--- src/include/fixture_io_consts.svh ---
// Constants for the digital output port and fixture interlock
`ifndef FIXTURE_IO_CONSTS_SVH
`define FIXTURE_IO_CONSTS_SVH
`define PORT_WIDTH        4
`define PORT_RESET_VALUE  4'h0
`define SYNC_STAGES       2
`endif

--- src/include/fixture_io_pkg.sv ---
// Types shared by the output port and interlock logic
package fixture_io_pkg;
  typedef enum logic [1:0] {
    SRC_OFF,
    SRC_ON,
    SRC_TRIPPED
  } src_state_t;
endpackage

--- src/core/pin_sync.sv ---
// Two-stage synchroniser for an asynchronous pin
`timescale 1ns/1ps
module pin_sync
(
  input  wire logic i_clk,
  input  wire logic i_reset,
  input  wire logic i_pin,
  output logic      o_level
);
  logic meta_r;
  logic meta_nxt;
  logic level_r;
  logic level_nxt;

  always_comb
  begin
    meta_nxt  = i_pin;
    level_nxt = meta_r;
  end

  // Reset to high so an open fixture line reads as lid open
  always_ff @(posedge i_clk)
  begin
    if (i_reset)
    begin
      meta_r  <= 1'b1;
      level_r <= 1'b1;
    end
    else
    begin
      meta_r  <= meta_nxt;
      level_r <= level_nxt;
    end
  end

  assign o_level = level_r;
endmodule // pin_sync

--- src/core/fixture_interlock_digital_out.sv ---
// Four-line digital output port with fixture output enable interlock
`timescale 1ns/1ps
`include "fixture_io_consts.svh"
module fixture_interlock_digital_out
#(
  parameter int WIDTH = `PORT_WIDTH
)
(
  input  wire logic             i_clk,
  input  wire logic             i_reset,
  input  wire logic             i_local_write,
  input  wire logic [WIDTH-1:0] i_port_value_setting,
  input  wire logic             i_remote_write,
  input  wire logic [WIDTH-1:0] i_remote_port_value_command,
  input  wire logic             i_interlock_enable,
  input  wire logic             i_fixture_switch,
  input  wire logic             i_output_on_key,
  input  wire logic             i_output_off_req,
  output logic      [WIDTH-1:0] o_out_lines,
  output logic                  o_source_on,
  output logic                  o_interlock_tripped
);
  logic [WIDTH-1:0]         lines_r;
  logic [WIDTH-1:0]         lines_nxt;
  fixture_io_pkg::src_state_t state_r;
  fixture_io_pkg::src_state_t state_nxt;
  logic                     switch_s;
  logic                     on_r;
  logic                     on_nxt;
  logic                     trip_r;
  logic                     trip_nxt;

  pin_sync u_switch_sync
  (
    .i_clk   (i_clk),
    .i_reset (i_reset),
    .i_pin   (i_fixture_switch),
    .o_level (switch_s)
  );

  // Local entry wins a same-cycle collision; the front panel is the operator
  always_comb
  begin
    lines_nxt = lines_r;
    if (i_local_write)
      lines_nxt = i_port_value_setting;
    else if (i_remote_write)
      lines_nxt = i_remote_port_value_command;
  end

  always_comb
  begin
    state_nxt = state_r;
    case (state_r)
      fixture_io_pkg::SRC_OFF:
      begin
        if (i_output_on_key && !(i_interlock_enable && switch_s))
          state_nxt = fixture_io_pkg::SRC_ON;
      end
      fixture_io_pkg::SRC_ON:
      begin
        if (i_interlock_enable && switch_s)
          state_nxt = fixture_io_pkg::SRC_TRIPPED;
        else if (i_output_off_req)
          state_nxt = fixture_io_pkg::SRC_OFF;
      end
      fixture_io_pkg::SRC_TRIPPED:
      begin
        // Lid closing alone never restores output; a key press must follow
        if (!i_interlock_enable || !switch_s)
        begin
          if (i_output_on_key)
            state_nxt = fixture_io_pkg::SRC_ON;
        end
      end
      default:
        state_nxt = fixture_io_pkg::SRC_OFF;
    endcase
    // Flags are decoded ahead of the register so both outputs leave a flop
    on_nxt   = (state_nxt == fixture_io_pkg::SRC_ON);
    trip_nxt = (state_nxt == fixture_io_pkg::SRC_TRIPPED);
  end

  // Lines keep their value across trips; the interlock gates only the source
  always_ff @(posedge i_clk)
  begin
    if (i_reset)
      lines_r <= `PORT_RESET_VALUE;
    else
      lines_r <= lines_nxt;
  end

  // Reset leaves the source off whatever the lid is doing
  always_ff @(posedge i_clk)
  begin
    if (i_reset)
    begin
      state_r <= fixture_io_pkg::SRC_OFF;
      on_r    <= 1'b0;
      trip_r  <= 1'b0;
    end
    else
    begin
      state_r <= state_nxt;
      on_r    <= on_nxt;
      trip_r  <= trip_nxt;
    end
  end

  // Each line is an independent bit of the held value
  genvar g;
  generate
    for (g = 0; g < WIDTH; g++)
    begin : g_line
      assign o_out_lines[g] = lines_r[g];
    end
  endgenerate

  assign o_source_on         = on_r;
  assign o_interlock_tripped = trip_r;
endmodule // fixture_interlock_digital_out

--- config.mk ---
export PLATFORM = sky130hd
export DESIGN_NAME = fixture_interlock_digital_out
export DESIGN_NICKNAME = d
export VERILOG_FILES = /design/src/include/fixture_io_pkg.sv /design/src/core/pin_sync.sv /design/src/core/fixture_interlock_digital_out.sv
export VERILOG_INCLUDE_DIRS = /design/src /design/src/include
export SDC_FILE = /design/constraint.sdc
export NUM_CORES = 1
export LEC_CHECK = 0
export BUFFER_PORTS_ARGS = -buffer_cell sky130_fd_sc_hd__buf_2
export CORE_AREA = 2 2 39 41
export DETAILED_ROUTE_END_ITERATION = 8
export DIE_AREA = 0 0 41 43
export GPL_TIMING_DRIVEN = 0
export MAX_ROUTING_LAYER = met4
export SLEW_MARGIN = 5
export SYNTH_ARGS = -nofsm -noshare
export SYNTH_HDL_FRONTEND = slang
export SYNTH_SLANG_ARGS = --single-unit
--- constraint.sdc ---
create_clock -name i_clk -period 2.87 [get_ports i_clk]
set_input_delay 0.4305 -clock i_clk [delete_from_list [all_inputs] [get_ports i_clk]]
set_output_delay 0.4305 -clock i_clk [all_outputs]
set_load 0.005 [all_outputs]
[Yosys cells after proc, flatten, opt, wreduce, memory -nomap -nowiden]
Cells that the tools add are included.
Storage, ports and cells
  input bits: 16
  bits in registers: 10
  word-level logic and storage cells: 26
  output and inout port bits: 6
Operators by class
  equality and inequality tests: 4
  reductions and logical operators: 8
  mux-type cells: 8
Operators with widths (count)
  $mux 2: 5
  $mux 4: 2
  $pmux 2 s3: 1
  $eq 2x1->1 const B: 2
  $eq 2x2->1 const B: 2
  $logic_not 1->1: 3
  $logic_and 1x1->1: 2
  $logic_not 2->1: 1
  $reduce_bool 2->1: 1
  $logic_or 1x1->1: 1

[Longest topological paths before layout]
  depth in word-level cells: 6
  depth in mapped cells: 3

[Hierarchy]
From an unflattened synthesis, not the netlist that was laid out.
Unflattened totals
  cells, all modules: 36
  area total of the unflattened synthesis: 394.1 µm²
Modules (own cells, without submodules)
  fixture_interlock_digital_out: cells an instance 32, times used 1, area an instance 341.6 µm²
  pin_sync: cells an instance 4, times used 1, area an instance 52.6 µm²

[Worst setup path before layout]
Ideal clock, no wire load.
  path type: in2reg
  from: in i_output_off_req
  to: reg on_r, in the netlist o_source_on
  cell stages on the path: 2
  required time: 2.775 ns
  path slack: 1.753 ns
  arrival: 1.022 ns
  path through: or3b_1 a221oi_1
On the way
  cells in the longest elaborated chain, start to end: 4
RTL lines
  start, declared: RTL line fixture_interlock_digital_out.sv:18  | input wire logic i_output_off_req,
  $mux 2: RTL line fixture_interlock_digital_out.sv:64  | else if (i_output_off_req)
  $mux 2: RTL line fixture_interlock_digital_out.sv:62  | if (i_interlock_enable && switch_s)
  $pmux 2 s3: RTL line fixture_interlock_digital_out.sv:54  | case (state_r)
  $eq 2x1->1: RTL line fixture_interlock_digital_out.sv:80  | on_nxt = (state_nxt == fixture_io_pkg::SRC_ON);
  end signal, assigned: RTL line fixture_interlock_digital_out.sv:105  | on_r <= on_nxt;
  end, declared: RTL line fixture_interlock_digital_out.sv:28  | logic on_r;
Every way passes these cells.
A chain may end at the register's enable or synchronous reset.

[Worst setup path after layout]
  from: reg lines_r[3], in the netlist o_out_lines[3]
  to: out o_out_lines[3]
RTL lines
  start, declared: RTL line fixture_interlock_digital_out.sv:23  | logic [WIDTH-1:0] lines_r;
  start signal, assigned: RTL line fixture_interlock_digital_out.sv:88  | lines_r <= `PORT_RESET_VALUE;
  start signal, assigned: RTL line fixture_interlock_digital_out.sv:90  | lines_r <= lines_nxt;
  end, declared: RTL line fixture_interlock_digital_out.sv:19  | output logic [WIDTH-1:0] o_out_lines,
No word-level cell between the ends.

==> results summary <==
The synthesis-to-layout area growth came out at 39.7%. The hold path startpoint is i_fixture_switch. The fill cell instance count of the final layout is 144.

By count the netlist is led by 10 x sky130_fd_sc_hd__dfxtp_1, 4 x sky130_fd_sc_hd__a211oi_1, 4 x sky130_fd_sc_hd__mux2i_1, 4 x sky130_fd_sc_hd__nor2b_1. Based on the critical path, the design can be clocked at up to 0.891 GHz. For this design, the slowest cell found on the critical path is sky130_fd_sc_hd__dfxtp_1. The number of distinct library cells after synthesis is 14. Summed over all instances, the cell type with the most area after synthesis is sky130_fd_sc_hd__dfxtp_1.

The placer congestion estimate came out at 0.709. The average instance area after synthesis is 10.9 µm². The detail route stage leaves a number of antenna-violating nets equal to 0. Counting along the longest clock path gives a buffer depth of 2. The net switching power figure is 67.4 µW. The critical-path maximum fanout came out at 2. The most critical setup path has its startpoint at o_out_lines[3]. The wire length per cell came out at 9.96 µm.

The area occupied by registers is 200 µm². The number of vias per cell after detailed routing is 4.80. The fraction of power spent switching nets is 0.216. The final-stage net count is 77. The detailed router finished its first iteration with 2 violations. The relative slew slack is 0.743.

For this run the aggregate overflow at the end of global routing stands at 0. The maximum single-stage delay on the critical path is 320 ps. For this run, the detailed router's first-pass iteration total came to 4. For this run, the total global-route usage over all layers was measured as 0.0939. The synthesized netlist cell count is 36. The fraction of power consumed by the clock network is 0.402.

In the routed design, unresolved DRC markers number 0. The internal power component came out at 244 µW. The accumulated negative setup slack came out at 0 ps. The number of hold violations in the final report is 0. The total of flip-flops plus latches after synthesis is 10. Summed over all layers, the routed wires come to 757 µm. The post-CTS setup buffer count came out at 0. The I/O pin count is 22. The final-report max-slew violation count came out at 0. CTS placed an instance of sky130_fd_sc_hd__clkbuf_4 at the clock tree root.

The die area is 1760 µm². The share of synthesized area in the top cell type comes to 0.508. The worst setup path is captured at an output pin. The share of total power dissipated in sequential elements is 0.482. In this run the critical register-to-register path is launched from state_r[0]. The number of hold buffers added after cts is 0. The TritonCTS sink count came out at 10. The reported leakage power is 0.254 nW. The pre-CTS worst setup slack is 1610 ps.

The number of global-route vias before repair is 304. The clock latency on the worst-skew pair is 260 ps. The tightest min-delay check is of the in -> reg type.

The required arrival time at the worst endpoint is 2440 ps. The tool flagged a number of max-cap violations equal to 0. For this run, the leading register cell type out of synthesis is sky130_fd_sc_hd__dfxtp_1. The largest net degree at the start of global routing came out at 11.

The portion of total power attributed to combinational logic is 0.117. The die is 41 µm wide. The final setup slack of the worst path is 1750 ps. Setup repair after global routing left no endpoint under its margin.

The critical path in this run is classified as reg -> out. The routed layout has 365 vias. In this run, synthesis inferred 0 flip-flops with an integrated enable. The power per cell area came out at 566 nW/µm². Yosys instantiated no cell more often than sky130_fd_sc_hd__dfxtp_1.

The yosys synthesis warning count came out at 0. TritonCTS built the clock tree. The number of nets in the synthesized netlist came out at 52. The worst clock skew is 0.387 ps. The maximum vdd drop is 0.253 mV.

The vertical die dimension came out at 43 µm. The final period demand of the worst path came out at 1120 ps. The proportion of layout cells with a drive suffix above 1 came out at 0.467. The count of cells resized by post-cts repair is 0. The mapped netlist covers 394 µm².

The detailed placement HPWL came out at 606 µm. The final cycle utilization of the critical path came out at 0.391. The endpoint arrival time on the critical path came out at 690 ps.

After clock tree synthesis, the clock-pin slew on the worst setup and hold paths is 70 ps. The number of antenna diodes in the final layout is 0. The number of clock buffers inserted by TritonCTS is 3.

Traced cell by cell, the critical path runs through buf_2. The multi-input combinational cells in the finished layout cover a total of 181 µm². The initialized floorplan defines 14 standard-cell rows.

The number of setup violations in the final report is 0. The number of buffers and inverters on the critical path is 1. For this configuration, the core starts out at a cell density of 0.285. STA classifies the critical path startpoint as a flip-flop. Input and output buffers added on the ports amount to 20. The maximum level of the CTS H-tree came out at 1.

Grouping stages by cell kind, the critical path spends the most delay in flip-flops. The flow ran to the end, and the final reports show no timing, DRC or antenna violations. Counting flops with an async set or reset pin after synthesis yields a share of 0. The actual transition at the worst max-transition pin came out at 386 ps.

The first global-routing pass estimated 1090 µm of wire. The initial antenna violation count is 0. The core region is 1380 µm².

By area the synthesized netlist is led by sky130_fd_sc_hd__dfxtp_1 51%, sky130_fd_sc_hd__mux2i_1 10%, sky130_fd_sc_hd__a211oi_1 7.6%. The sequential fraction of the synthesis area is 0.508.
==> worst paths after layout <==
| path | end | slack, ps | cells after the start |
|---|---|---|---|
| setup / recovery | o_out_lines[3] | 1750 | 1 |
| hold / removal | u_switch_sync.level_nxt | 350 | 2 |
| setup reg to reg | state_r[0] | 1790 | 2 |
| hold reg to reg | u_switch_sync.o_level | 410 | 1 |
==> state kept, by name (all words and copies together), names as in the netlist <==
| name | count |
|---|---|
| o_out_lines | 4 |
| state_r | 2 |
| o_interlock_tripped | 1 |
| o_source_on | 1 |
| u_switch_sync.level_nxt | 1 |
| u_switch_sync.o_level | 1 |
==> layout by cell type (no fill, tap or decap) <==
cell and n:
sky130_fd_sc_hd__dfxtp_1 10, sky130_fd_sc_hd__clkbuf_2 1, sky130_fd_sc_hd__or3b_1 2, sky130_fd_sc_hd__o32ai_1 2, sky130_fd_sc_hd__nand3_1 1, sky130_fd_sc_hd__clkbuf_8 1
sky130_fd_sc_hd__nor2b_1 4, sky130_fd_sc_hd__or2_2 2, sky130_fd_sc_hd__nand2b_2 1, sky130_fd_sc_hd__a211oi_1 4, sky130_fd_sc_hd__inv_1 1, sky130_fd_sc_hd__a221oi_1 2
sky130_fd_sc_hd__clkbuf_1 1, sky130_fd_sc_hd__buf_2 20, sky130_fd_sc_hd__clkbuf_4 3, sky130_fd_sc_hd__mux2i_1 4, sky130_fd_sc_hd__a21boi_0 1
==> power groups by stage <==
stage	registers (mW)	logic (mW)	clock network, mW
6_report	0.150	0.0363	0.125
4_1_cts	0.150	0.0370	0.127
3_3_place_gp	0.153	0.0360	0
2_1_floorplan	0.154	0.0174	0
3_5_place_dp	0.153	0.0368	0
5_1_grt	0.151	0.0399	0.136
==> cells by family (layout without fill, tap and decap cells) <==
| logic type | after synthesis | count (layout) | share of synthesized area |
|---|---|---|---|
| flops | 10 | 10 | 0.508 |
| simple gates | 10 | 10 | 0.175 |
| compound gates | 9 | 9 | 0.184 |
| mux | 4 | 4 | 0.102 |
| buf+inv | 3 | 27 | 0.0317 |
==> metrics by stage <==
stage	power [mW]	hold WS, ps	cells	instance area [µm²]	utilization
after CTS	0.314	346	76	551	0.398
after floorplan	0.171	389	36	394	-
after detailed placement	0.190	400	72	514	0.372
after global placement	0.189	392	72	514	0.372
after global routing	0.327	339	76	551	0.398
final	0.312	349	76	551	0.398
==> final cells by class <==
cell class | count | area share
flip-flops and latches | 10 | 0.364
multi-input cells | 23 | 0.330
repair buffers | 20 | 0.182
clock buffers | 4 | 0.0659
well taps | 16 | 0.0364
plain buffers | 2 | 0.0159
inverters | 1 | 0.00682
==> metal layers <==
layer	up-vias	GRT usage	part of all wire
met4	0	0.0600	0.018
met1	174	0.0974	0.43
li1	180	-	-
met5	-	-	0
met2	9	0.144	0.51
met3	2	0.0314	0.042
Power figures use the tool's default switching activity.
